<file path="src/verilog/scrb_defines.svh">
`ifndef SCRB_DEFINES_SVH
`define SCRB_DEFINES_SVH

////////////////////////////////////////////////////////////////////////////////
// Register offsets on the command port
`define SCRB_ADDR_W 8
`define SCRB_DATA_W 8
`define SCRB_OFS_DEFL_X 8'h04
`define SCRB_OFS_DEFL_Y 8'h05
`define SCRB_OFS_FCFG_X 8'h06
`define SCRB_OFS_FCFG_Y 8'h07
`define SCRB_OFS_PART 8'h08
`define SCRB_OFS_CTL 8'h0A
`define SCRB_OFS_CFG 8'h0B

////////////////////////////////////////////////////////////////////////////////
// Reset and factory values
`define SCRB_DEVICE_CONTROL_RESET 8'h00
`define SCRB_DEVICE_CONFIG_RESET 8'h00
`define SCRB_FACTORY_CFG 8'h81
`define SCRB_INVALID_DATA 8'h00

////////////////////////////////////////////////////////////////////////////////
// Field positions in device_control
`define SCRB_CTL_KEY_MSB 7
`define SCRB_CTL_KEY_LSB 6
`define SCRB_CTL_PHASE_MSB 5
`define SCRB_CTL_PHASE_LSB 4
`define SCRB_CTL_PHASE_EN 3
`define SCRB_CTL_RSVD_MSB 2
`define SCRB_CTL_RSVD_LSB 0

////////////////////////////////////////////////////////////////////////////////
// Field positions in device_config
`define SCRB_CFG_RAW_SEL 7
`define SCRB_CFG_INIT_DONE 5
`define SCRB_CFG_OFFSET_MONITOR_ENABLE 3

////////////////////////////////////////////////////////////////////////////////
// Reset key codes and phase codes
`define SCRB_KEY_FIRST 2'h0
`define SCRB_KEY_SECOND 2'h3
`define SCRB_KEY_THIRD 2'h1
`define SCRB_KEY_READBACK 2'h0
`define SCRB_PHASE_NORMAL 2'h3

`endif

</file>
<file path="src/verilog/scrb_pkg.sv">
`default_nettype none

package scrb_pkg;

    // Reset key tracker states, one-hot
    typedef enum logic [2:0] {
        SCRB_SEQ_IDLE = 3'h1,
        SCRB_SEQ_GOT_FIRST = 3'h2,
        SCRB_SEQ_GOT_SECOND = 3'h4
    } scrb_seq_e;

    // Tracker state
    typedef struct packed {
        scrb_seq_e state;
        logic fire;
    } scrb_seq_s;

    // Register bank state
    typedef struct packed {
        logic [2:0] ctl_rsvd;
        logic ctl_phase_en;
        logic [1:0] ctl_phase;
        logic [7:0] cfg;
        logic rsp_valid;
        logic [7:0] rsp_data;
        logic rsp_invalid;
        logic [1:0] phase_out;
        logic phase_hold;
        logic offset_monitor_enable_on;
    } scrb_bank_s;

endpackage

`default_nettype wire

</file>
<file path="src/verilog/scrb_reset_seq.sv">
`timescale 1ns/10ps
`default_nettype none
`include "scrb_defines.svh"

module scrb_reset_seq (
    // Clock and reset
    input wire logic sys_clk_i,
    input wire logic rst_i,
    input wire logic ce_i,
    // Command observation
    input wire logic cmd_take_i,
    input wire logic ctl_write_i,
    input wire logic [1:0] key_i,
    // Soft reset pulse
    output logic fire_o
);

    // Registered state and its next value
    scrb_pkg::scrb_seq_s st_r;
    scrb_pkg::scrb_seq_s st_nxt;

    ////////////////////////////////////////////////////////////////////////////
    // Next state
    always_comb begin
        st_nxt = st_r;
        st_nxt.fire = 1'b0;
        // Commands during the reset pulse are dropped with the bank
        if (cmd_take_i && !st_r.fire) begin
            if (!ctl_write_i) begin
                // Any other command breaks the chain
                st_nxt.state = scrb_pkg::SCRB_SEQ_IDLE;
            end else if (key_i == `SCRB_KEY_FIRST) begin
                // A first key always opens a fresh chain
                st_nxt.state = scrb_pkg::SCRB_SEQ_GOT_FIRST;
            end else begin
                case (st_r.state)
                    scrb_pkg::SCRB_SEQ_GOT_FIRST: begin
                        // Second key must follow directly
                        if (key_i == `SCRB_KEY_SECOND) begin
                            st_nxt.state = scrb_pkg::SCRB_SEQ_GOT_SECOND;
                        end else begin
                            st_nxt.state = scrb_pkg::SCRB_SEQ_IDLE;
                        end
                    end
                    scrb_pkg::SCRB_SEQ_GOT_SECOND: begin
                        // Third key fires, anything else restarts
                        if (key_i == `SCRB_KEY_THIRD) begin
                            st_nxt.fire = 1'b1;
                        end
                        st_nxt.state = scrb_pkg::SCRB_SEQ_IDLE;
                    end
                    default: begin
                        // Idle: out of order keys are ignored
                        st_nxt.state = scrb_pkg::SCRB_SEQ_IDLE;
                    end
                endcase
            end
        end
    end

    ////////////////////////////////////////////////////////////////////////////
    // State register
    always_ff @(posedge sys_clk_i) begin
        if (rst_i) begin
            st_r.state <= scrb_pkg::SCRB_SEQ_IDLE;
            st_r.fire <= 1'b0;
        end else if (ce_i) begin
            st_r <= st_nxt;
        end
    end

    assign fire_o = st_r.fire;

    // Fire only after a completed key chain
    key_chain_a: assert property (@(posedge sys_clk_i) disable iff (rst_i)
        $rose(st_r.fire) |-> $past(st_r.state) == scrb_pkg::SCRB_SEQ_GOT_SECOND
            && $past(key_i) == `SCRB_KEY_THIRD && $past(ctl_write_i))
        else $error("reset fired without full key chain");

    // Foreign command clears the chain
    chain_break_a: assert property (@(posedge sys_clk_i) disable iff (rst_i)
        ce_i && cmd_take_i && !ctl_write_i && !st_r.fire
            |=> st_r.state == scrb_pkg::SCRB_SEQ_IDLE && !st_r.fire)
        else $error("key chain survived a foreign command");

endmodule

`default_nettype wire

</file>
<file path="src/verilog/scrb_factory_rom.sv">
`timescale 1ns/10ps
`default_nettype none
`include "scrb_defines.svh"

module scrb_factory_rom #(
    parameter logic [7:0] DEFL_X = 8'h80,
    parameter logic [7:0] DEFL_Y = 8'h80,
    // Arbitrary neutral value
    parameter logic [7:0] PART_CODE = 8'h5A
) (
    // Lookup
    input wire logic [7:0] addr_i,
    output logic [7:0] data_o,
    output logic hit_o
);

    ////////////////////////////////////////////////////////////////////////////
    // Fixed factory contents; no write path exists at all
    always_comb begin
        hit_o = 1'b1;
        case (addr_i)
            `SCRB_OFS_DEFL_X: data_o = DEFL_X;
            `SCRB_OFS_DEFL_Y: data_o = DEFL_Y;
            `SCRB_OFS_FCFG_X: data_o = `SCRB_FACTORY_CFG;
            `SCRB_OFS_FCFG_Y: data_o = `SCRB_FACTORY_CFG;
            `SCRB_OFS_PART: data_o = PART_CODE;
            default: begin
                data_o = `SCRB_INVALID_DATA;
                hit_o = 1'b0;
            end
        endcase
    end

endmodule

`default_nettype wire

</file>
<file path="src/verilog/scrb_register_bank.sv">
`timescale 1ns/10ps
`default_nettype none
`include "scrb_defines.svh"

module scrb_register_bank #(
    parameter logic [7:0] DEFL_X = 8'h80,
    parameter logic [7:0] DEFL_Y = 8'h80,
    // Arbitrary neutral value
    parameter logic [7:0] PART_CODE = 8'h5A
) (
    // Clock, reset, enable
    input wire logic sys_clk_i,
    input wire logic rst_i,
    input wire logic ce_i,

    // Register command from the serial front end
    input wire logic cmd_valid_i,
    input wire logic cmd_write_i,
    input wire logic [7:0] cmd_addr_i,
    input wire logic [7:0] cmd_wdata_i,

    // Register response
    output logic rsp_valid_o,
    output logic [7:0] rsp_data_o,
    output logic rsp_invalid_o,

    // Device controls
    output logic device_reset_o,
    output logic init_done_o,
    output logic [1:0] offset_cancel_phase_o,
    output logic offset_cancel_hold_o,
    output logic [7:0] device_config_o,
    output logic offset_monitor_on_o
);

    ////////////////////////////////////////////////////////////////////////////
    // Local constants

    // Control reset image split into fields
    // Both reset paths take their fields here
    localparam logic [7:0] CTL_RST = `SCRB_DEVICE_CONTROL_RESET;

    ////////////////////////////////////////////////////////////////////////////
    // Decode helper, used for the control and configuration address matches
    // One compare so all decodes agree
    function automatic logic scrb_hit(input logic [7:0] addr, input logic [7:0] ofs);
        scrb_hit = (addr == ofs);
    endfunction

    ////////////////////////////////////////////////////////////////////////////
    // Declarations

    // Bank state and its next value
    scrb_pkg::scrb_bank_s st_r;
    scrb_pkg::scrb_bank_s st_nxt;

    // Factory lookup result
    logic [7:0] rom_data;
    logic rom_hit;

    // Soft reset from the key tracker
    logic fire;

    // Command decode
    logic ctl_write;
    logic cfg_write;

    // Lock state, taken from the stored init flag
    logic locked;

    // Control register view with keys masked
    logic [7:0] ctl_view;

    ////////////////////////////////////////////////////////////////////////////
    // Factory read-only contents
    // Combinational; its answer is registered
    scrb_factory_rom #(
        .DEFL_X(DEFL_X),
        .DEFL_Y(DEFL_Y),
        .PART_CODE(PART_CODE)
    ) u_rom (
        .addr_i(cmd_addr_i),
        .data_o(rom_data),
        .hit_o(rom_hit)
    );

    ////////////////////////////////////////////////////////////////////////////
    // Reset key tracker; sees every command, not only control writes
    // Key bits go in raw; the bank never stores them
    scrb_reset_seq u_seq (
        .sys_clk_i(sys_clk_i),
        .rst_i(rst_i),
        .ce_i(ce_i),
        .cmd_take_i(cmd_valid_i),
        .ctl_write_i(ctl_write),
        .key_i(cmd_wdata_i[`SCRB_CTL_KEY_MSB:`SCRB_CTL_KEY_LSB]),
        .fire_o(fire)
    );

    ////////////////////////////////////////////////////////////////////////////
    // Decode
    always_comb begin
        // Write strobes, qualified by a command
        ctl_write = cmd_valid_i && cmd_write_i && scrb_hit(cmd_addr_i, `SCRB_OFS_CTL);
        cfg_write = cmd_valid_i && cmd_write_i && scrb_hit(cmd_addr_i, `SCRB_OFS_CFG);

        // Lock from the stored flag, not the byte,
        // so the write setting init lands whole
        locked = st_r.cfg[`SCRB_CFG_INIT_DONE];

        // Keys never read back; low bits show the stored value
        ctl_view = {`SCRB_KEY_READBACK, st_r.ctl_phase, st_r.ctl_phase_en,
            st_r.ctl_rsvd};
    end

    ////////////////////////////////////////////////////////////////////////////
    // Next state
    always_comb begin
        // Everything holds by default
        st_nxt = st_r;
        // Answer strobe lasts one cycle
        st_nxt.rsp_valid = 1'b0;
        if (cmd_valid_i) begin
            // Answer carries the value held before this command
            st_nxt.rsp_valid = 1'b1;
            st_nxt.rsp_invalid = 1'b0;
            if (rom_hit) begin
                // Factory bytes; a write here changes nothing
                st_nxt.rsp_data = rom_data;
            end else if (scrb_hit(cmd_addr_i, `SCRB_OFS_CTL)) begin
                // Keys masked, low bits as stored
                st_nxt.rsp_data = ctl_view;
            end else if (scrb_hit(cmd_addr_i, `SCRB_OFS_CFG)) begin
                // Configuration byte as stored
                st_nxt.rsp_data = st_r.cfg;
            end else begin
                // Unmapped: flagged as an invalid register request
                st_nxt.rsp_data = `SCRB_INVALID_DATA;
                st_nxt.rsp_invalid = 1'b1;
            end

            // Control low bits: open only before init completes
            // Keys themselves are never stored; the tracker consumes them
            if (ctl_write && !locked) begin
                // Phase moves only if enable was already set
                if (st_r.ctl_phase_en) begin
                    st_nxt.ctl_phase =
                        cmd_wdata_i[`SCRB_CTL_PHASE_MSB:`SCRB_CTL_PHASE_LSB];
                end

                // Enable follows any unlocked write
                st_nxt.ctl_phase_en = cmd_wdata_i[`SCRB_CTL_PHASE_EN];
                // Reserved bits stored as written; host should send zero
                st_nxt.ctl_rsvd =
                    cmd_wdata_i[`SCRB_CTL_RSVD_MSB:`SCRB_CTL_RSVD_LSB];
            end

            // Configuration: whole byte until the init flag is set
            if (cfg_write && !locked) begin
                st_nxt.cfg = cmd_wdata_i;
            end
        end

        // Effective phase; normal is forced once locked
        // Taken from next state so outputs move with it
        if (st_nxt.cfg[`SCRB_CFG_INIT_DONE]) begin
            st_nxt.phase_out = `SCRB_PHASE_NORMAL;
            st_nxt.phase_hold = 1'b0;
        end else begin
            // Hold the written phase while enable is set
            st_nxt.phase_out = st_nxt.ctl_phase;
            st_nxt.phase_hold = st_nxt.ctl_phase_en;
        end

        // Offset-cancelled output always runs the monitor
        // Raw output leaves it to its own bit
        st_nxt.offset_monitor_enable_on = st_nxt.cfg[`SCRB_CFG_OFFSET_MONITOR_ENABLE] || !st_nxt.cfg[`SCRB_CFG_RAW_SEL];
    end

    ////////////////////////////////////////////////////////////////////////////
    // State register; soft reset waits for the enable like all state
    always_ff @(posedge sys_clk_i) begin
        if (rst_i) begin
            // Power-on image; monitor starts on
            st_r <= '0;
            st_r.ctl_phase <= CTL_RST[5:4];
            st_r.ctl_phase_en <= CTL_RST[3];
            st_r.ctl_rsvd <= CTL_RST[2:0];
            st_r.cfg <= `SCRB_DEVICE_CONFIG_RESET;
            st_r.offset_monitor_enable_on <= 1'b1;
        end else if (ce_i) begin
            if (fire) begin
                // Internal digital reset; this also drops the init lock
                // Same image as power-on; nothing survives
                st_r <= '0;
                st_r.ctl_phase <= CTL_RST[5:4];
                st_r.ctl_phase_en <= CTL_RST[3];
                st_r.ctl_rsvd <= CTL_RST[2:0];
                st_r.cfg <= `SCRB_DEVICE_CONFIG_RESET;
                st_r.offset_monitor_enable_on <= 1'b1;
            end else begin
                // Normal advance
                st_r <= st_nxt;
            end
        end
    end

    ////////////////////////////////////////////////////////////////////////////
    // Outputs, all straight from flops
    // Answer and its flags
    assign rsp_valid_o = st_r.rsp_valid;
    assign rsp_data_o = st_r.rsp_data;
    assign rsp_invalid_o = st_r.rsp_invalid;
    // Pulse straight from the tracker flop
    assign device_reset_o = fire;
    // Lock flag lives in the stored byte
    assign init_done_o = st_r.cfg[`SCRB_CFG_INIT_DONE];
    assign offset_cancel_phase_o = st_r.phase_out;
    assign offset_cancel_hold_o = st_r.phase_hold;
    assign device_config_o = st_r.cfg;
    assign offset_monitor_on_o = st_r.offset_monitor_enable_on;

    ////////////////////////////////////////////////////////////////////////////
    // Checks

    // X deflection byte reads back unchanged
    defl_x_read_a: assert property (@(posedge sys_clk_i) disable iff (rst_i)
        ce_i && cmd_valid_i && !fire && cmd_addr_i == `SCRB_OFS_DEFL_X
            |=> rsp_valid_o && !rsp_invalid_o && rsp_data_o == DEFL_X)
        else $error("x deflection byte wrong");

    // Factory byte immune to a write
    fcfg_write_a: assert property (@(posedge sys_clk_i) disable iff (rst_i)
        ce_i && cmd_valid_i && cmd_write_i && !fire && cmd_addr_i == `SCRB_OFS_FCFG_Y
            |=> rsp_data_o == `SCRB_FACTORY_CFG && device_config_o == $past(device_config_o))
        else $error("factory byte changed by a write");

    // Part code constant
    part_code_a: assert property (@(posedge sys_clk_i) disable iff (rst_i)
        ce_i && cmd_valid_i && !fire && cmd_addr_i == `SCRB_OFS_PART
            |=> rsp_data_o == PART_CODE)
        else $error("part code wrong");

    // Control answer masks keys
    ctl_keys_zero_a: assert property (@(posedge sys_clk_i) disable iff (rst_i)
        ce_i && cmd_valid_i && !fire && cmd_addr_i == `SCRB_OFS_CTL
            |=> rsp_data_o[7:6] == `SCRB_KEY_READBACK
                && rsp_data_o[5:0] == $past(ctl_view[5:0]))
        else $error("control answer shows keys or wrong low bits");

    // Locked control bits stay put
    ctl_locked_a: assert property (@(posedge sys_clk_i) disable iff (rst_i)
        ce_i && ctl_write && locked && !fire
            |=> $stable(st_r.ctl_rsvd) && $stable(st_r.ctl_phase) && $stable(st_r.ctl_phase_en))
        else $error("control bits changed after init");

    // Phase gated by stored enable
    phase_gate_a: assert property (@(posedge sys_clk_i) disable iff (rst_i)
        ce_i && ctl_write && !locked && !fire && !st_r.ctl_phase_en
            |=> $stable(st_r.ctl_phase))
        else $error("phase written without enable");

    // Enabled phase held on output
    phase_hold_a: assert property (@(posedge sys_clk_i) disable iff (rst_i)
        !init_done_o && st_r.ctl_phase_en
            |-> offset_cancel_hold_o && offset_cancel_phase_o == st_r.ctl_phase)
        else $error("enabled phase not held");

    // Normal phase once locked
    phase_normal_a: assert property (@(posedge sys_clk_i) disable iff (rst_i)
        init_done_o |-> offset_cancel_phase_o == `SCRB_PHASE_NORMAL && !offset_cancel_hold_o)
        else $error("phase not normal after init");

    // Configuration locked after init
    cfg_locked_a: assert property (@(posedge sys_clk_i) disable iff (rst_i)
        ce_i && cfg_write && init_done_o && !fire |=> $stable(device_config_o))
        else $error("configuration changed after init");

    // Init flag sticky until soft reset
    init_sticky_a: assert property (@(posedge sys_clk_i) disable iff (rst_i)
        init_done_o && !fire |=> init_done_o)
        else $error("init flag dropped without reset");

    // Soft reset clears the lock on the next edge
    soft_reset_a: assert property (@(posedge sys_clk_i) disable iff (rst_i)
        fire && ce_i |=> !init_done_o && !rsp_valid_o && !fire)
        else $error("soft reset did not clear the bank");

    // Enable frozen once locked
    enable_frozen_a: assert property (@(posedge sys_clk_i) disable iff (rst_i)
        locked && !fire |=> $stable(st_r.ctl_phase_en))
        else $error("enable bit moved after init");

    // Only soft reset reopens the byte
    cfg_frozen_a: assert property (@(posedge sys_clk_i) disable iff (rst_i)
        init_done_o && !fire |=> $stable(device_config_o))
        else $error("locked configuration moved");

    // Control read leaves no chain
    read_abort_a: assert property (@(posedge sys_clk_i) disable iff (rst_i)
        ce_i && cmd_valid_i && !cmd_write_i && !fire && cmd_addr_i == `SCRB_OFS_CTL
            |=> !fire ##1 !fire)
        else $error("reset fired after a control read");

    // Hold needs the stored enable
    hold_needs_en_a: assert property (@(posedge sys_clk_i) disable iff (rst_i)
        offset_cancel_hold_o |-> st_r.ctl_phase_en && !init_done_o)
        else $error("phase held without enable");

    // Open configuration takes the byte
    cfg_accept_a: assert property (@(posedge sys_clk_i) disable iff (rst_i)
        ce_i && cfg_write && !locked && !fire
            |=> device_config_o == $past(cmd_wdata_i))
        else $error("open configuration write lost");

    // Enabled phase write lands
    phase_accept_a: assert property (@(posedge sys_clk_i) disable iff (rst_i)
        ce_i && ctl_write && !locked && !fire && st_r.ctl_phase_en
            |=> st_r.ctl_phase == $past(cmd_wdata_i[5:4]))
        else $error("enabled phase write lost");

endmodule

`default_nettype wire

</file>
<file path="config.mk">
export PLATFORM = sky130hd
export DESIGN_NAME = scrb_register_bank
export DESIGN_NICKNAME = d
export VERILOG_FILES = /design/src/verilog/scrb_pkg.sv /design/src/verilog/scrb_reset_seq.sv /design/src/verilog/scrb_factory_rom.sv /design/src/verilog/scrb_register_bank.sv
export VERILOG_INCLUDE_DIRS = /design/src /design/src/verilog
export SDC_FILE = /design/constraint.sdc
export NUM_CORES = 1
export LEC_CHECK = 0
export ABC_AREA = 1
export BUFFER_PORTS_ARGS = -buffer_cell sky130_fd_sc_hd__buf_2
export CORE_MARGIN = 3
export CORE_UTILIZATION = 47
export DETAILED_ROUTE_END_ITERATION = 8
export PLACE_DENSITY = 0.75
export REMOVE_ABC_BUFFERS = 1
export SLEW_MARGIN = 10
export SYNTH_ARGS = -nofsm -noshare
export SYNTH_HDL_FRONTEND = slang
export SYNTH_SLANG_ARGS = --single-unit
</file>
<file path="constraint.sdc">
create_clock -name sys_clk_i -period 1.2 [get_ports sys_clk_i]
set_input_delay 0.18 -clock sys_clk_i [delete_from_list [all_inputs] [get_ports sys_clk_i]]
set_output_delay 0.18 -clock sys_clk_i [all_outputs]
set_load 0.005 [all_outputs]
</file>
==> metrics.md <==
| Metric | Value |
|---|---|
| Vias | 1707 |
| Net Sw Frac | 0.241 |
| Final Slew Violations | 0 |
| Core ar. | 3390 sq um |
| 1st-iter DRT viols | 96 |
| # DRC | 0 |
| Die width | ~66 um |
| Tcrit/Tclk final | 0.943 |
| Asr flop ratio synth | 0 |
| Post-CTS Setup Bufs | 0 |
| Pleak | 0.967 nW |
| Critical path class | flip-flop to primary output |
| Register clock-pin slew on the reported worst setup and hold paths | roughly 100 ps |
| Fill cells | 310 |
| Maximum root-to-sink buffer count | 2 |
| Clock Skew | 9.93 ps |
| RSZ-0062 raised after global routing | no |
| Flop pwr share | 0.551 |
| Final setup vio count | 0 |
| Nets | 313 |
| Initial antenna violation count | 0 |
| Unique masters post-synth | 30 |
| Design area | around 2200 sq um |
| P&R area growth vs syn | 28.4% |
| HPWL Detailed | ~3200 um |
| Power Density | between 900 and 1000 nW/um^2 |
| Worst setup SP type | flip-flop |
| Layout cells sized above 1 | 0.360 |
| First-pass GRT wire length | 6870 um |
| Cell with the most instances after synthesis | nand2_1 |
| Comb power frac | 0.105 |
| Synth area leaders | dfxtp_1 (38%), nand2_1 (15%), a21oi_1 (7.2%) |
| Peak VDD IR | 603 uV |
| Worst-Margin Slew | about 390 ps |
| Critical R2R Launch | u_seq.fire_o$_SDFFE_PP0P_ |
| Total power | 1.95 mW |
| Clock network latency to the later pin of the worst-skew pair | 330 ps |
| Ys flop type | dfxtp_1 |
| Status | finished, final reports clean |
| Critical R2R Capture | rsp_data_o[5]$_SDFFE_PP0P_ |
| Switch Pwr | 472 uW |
| Post-synth EDFFs | 0 |
| Setup crit start | device_config_o[5]$_SDFFE_PP0P_ |
| CP arrival | 950 ps |
| Synthesized instance count | around 230 |
| Die Y-Extent | ~66 um |
| DRT Pass-1 Iters | 5 |
| Vias/cell | between 5 and 6 |
| Fmax | approximately 880 MHz |
| Slew HR | 0.738 |
| CP required | 1020 ps |
| CTS H-Tree Depth | 2 |
| Max FO, Critical Path | 3 |
| Ant diodes | 0 |
| Antenna-violating nets left | 0 |
| P_int | ~1.5 mW |
| Nature of the critical path endpoint | primary output |
| CTS root buf | clkbuf_4 |
| GPL Wtd Cong | roughly 0.85 |
| Cts hold-fix bufs | 0 |
| Overall Global Routing Usage | 0.204 |
| Part of the power in the clock network | 0.345 |
| Full die area | 4320 sq um |
| Clk sinks | 32 |
| Critical Path Sink | init_done_o |
| Synthesized area per cell | 7.39 sq um |
| Clock period minus worst slack | 1130 ps |
| Hold Path Class | primary input to flip-flop |
| Reg2Reg Setup Slack | between 100 and 150 ps |
| Vias in the first global route | 1557 |
| Top cells by count, synth | nand2_1 (68), dfxtp_1 (32), a21oi_1 (24) |
| Count of final hold-check violations | 0 |
| Final setup TNS | 0 ps |
| Cells on worst reg2reg path | 5 |
| CTS tree | yes |
| WL/cell | ~12 um |
| Initial Util | 0.495 |
| Top-area cell type share of the netlist area | 0.382 |
| GRT overflow | 0 |
| CTS Buf Count | 5 |
| Port Buf Inserts | 44 |
| Sequential area share after synthesis | 0.382 |
| Max-cap viol count | 0 |
| Area of the mapped netlist | 1680 sq um |
| Final WL | just over 4000 um |
| # IOs | 45 |
| Pin count of the biggest net entering global routing | 12 |
| Warning count from the yosys run | 0 |
| Std-Cell Rows | 21 |
| #FFs+latches synth | 32 |
| Synth area leader | dfxtp_1 |
| Dpl cell area | about 2100 sq um |
stage by stage:
step	hold slack [ps]	util	setup WS [ps]	cells
2_1_floorplan	242	-	-27.7	221
3_3_place_gp	449	0.612	-89.5	331
3_5_place_dp	452	0.612	-124	331
4_1_cts	112	0.633	13.0	338
5_1_grt	111	0.635	8.71	338
6_report	122	0.635	68.9	338
critical path: stages (launching register included):
cell and delay, ps:
dfxtp_1 390, buf_4 140, buf_2 100
power by group through the flow:
stage / clock (mW) / combinational, mW / sequential [mW]
floorplan: 0 / 0.0833 / 1.10
global placement: 0 / 0.200 / 1.10
detailed placement: 0 / 0.202 / 1.10
CTS: 0.696 / 0.203 / 1.08
global route: 0.744 / 0.225 / 1.08
finish: 0.673 / 0.205 / 1.08
layer usage:
layer / GRT usage / vias to the layer above / share of wire / wire, um
li1: - / 885 / - / -
met5: 0 / - / 0 / 0
met1: 0.262 / 770 / 0.45 / 1830
met4: 0.0725 / 0 / 0.015 / 59
met2: 0.329 / 46 / 0.48 / 1930
met3: 0.0496 / 6 / 0.055 / 222
cell families (layout without fill, tap and decap cells):
| group | after synthesis | in the layout | share of synthesized area |
|---|---|---|---|
| DFF | 32 | 32 | 0.382 |
| and+or+nand+nor | 119 | 119 | 0.378 |
| AOI/OAI and AO/OA | 47 | 47 | 0.167 |
| buffers and inverters | 29 | 94 | 0.0724 |
repair_timing:
| item | CTS | global route |
|---|---|---|
| gates resized for setup | 3 | 4 |
| hold endpoints to repair | 0 | 0 |
| pin swaps | 0 | 4 |
| setup endpoints to repair | 23 | 13 |
how the worst min path moves through the flow:
stage                        startpoint                               to  slack (ps)  depth (start not counted)
2_1_floorplan                     rst_i  device_config_o[0]$_SDFFE_PP0P_         240                          1
5_1_grt                  cmd_wdata_i[1]         ctl_view[1]$_SDFFE_PP0P_         110                          3
6_report                 cmd_wdata_i[1]         ctl_view[1]$_SDFFE_PP0P_         120                          3
4_1_cts                  cmd_wdata_i[1]  device_config_o[1]$_SDFFE_PP0P_         110                          3
3_5_place_dp   rsp_valid_o$_SDFFE_PP0P_         rsp_valid_o$_SDFFE_PP0P_         450                          2
3_3_place_gp   rsp_valid_o$_SDFFE_PP0P_         rsp_valid_o$_SDFFE_PP0P_         450                          2
layout make-up:
class                      count  area [sq um]  area share
tap                           46          57.6      0.0267
clock buffer                   7          65.1      0.0302
multi-input combinational    166           923       0.429
inverter                      23          92.6      0.0430
sequential                    32           644       0.299
timing repair buffer          64           370       0.172
registers in the layout (all words and copies together) (netlist names), 2 cells and up:
register	cells
offset_cancel_phase_o	2
u_seq.st_r	3
rsp_data_o	8
device_config_o	8
ctl_view	6
layout by cell type (no fill, tap or decap), drive strengths merged:
master and n:
a21boi 2, dfxtp 32, nand2 71, nor2 18, o211ai 4, nand4 11, inv 21, a21oi 31
clkbuf 7, o21ai 9, nor3 2, buf 64, clkinv 2, nand3 15, or2 1, a22o 1
nor4 1
Power figures use the tool's default switching activity.
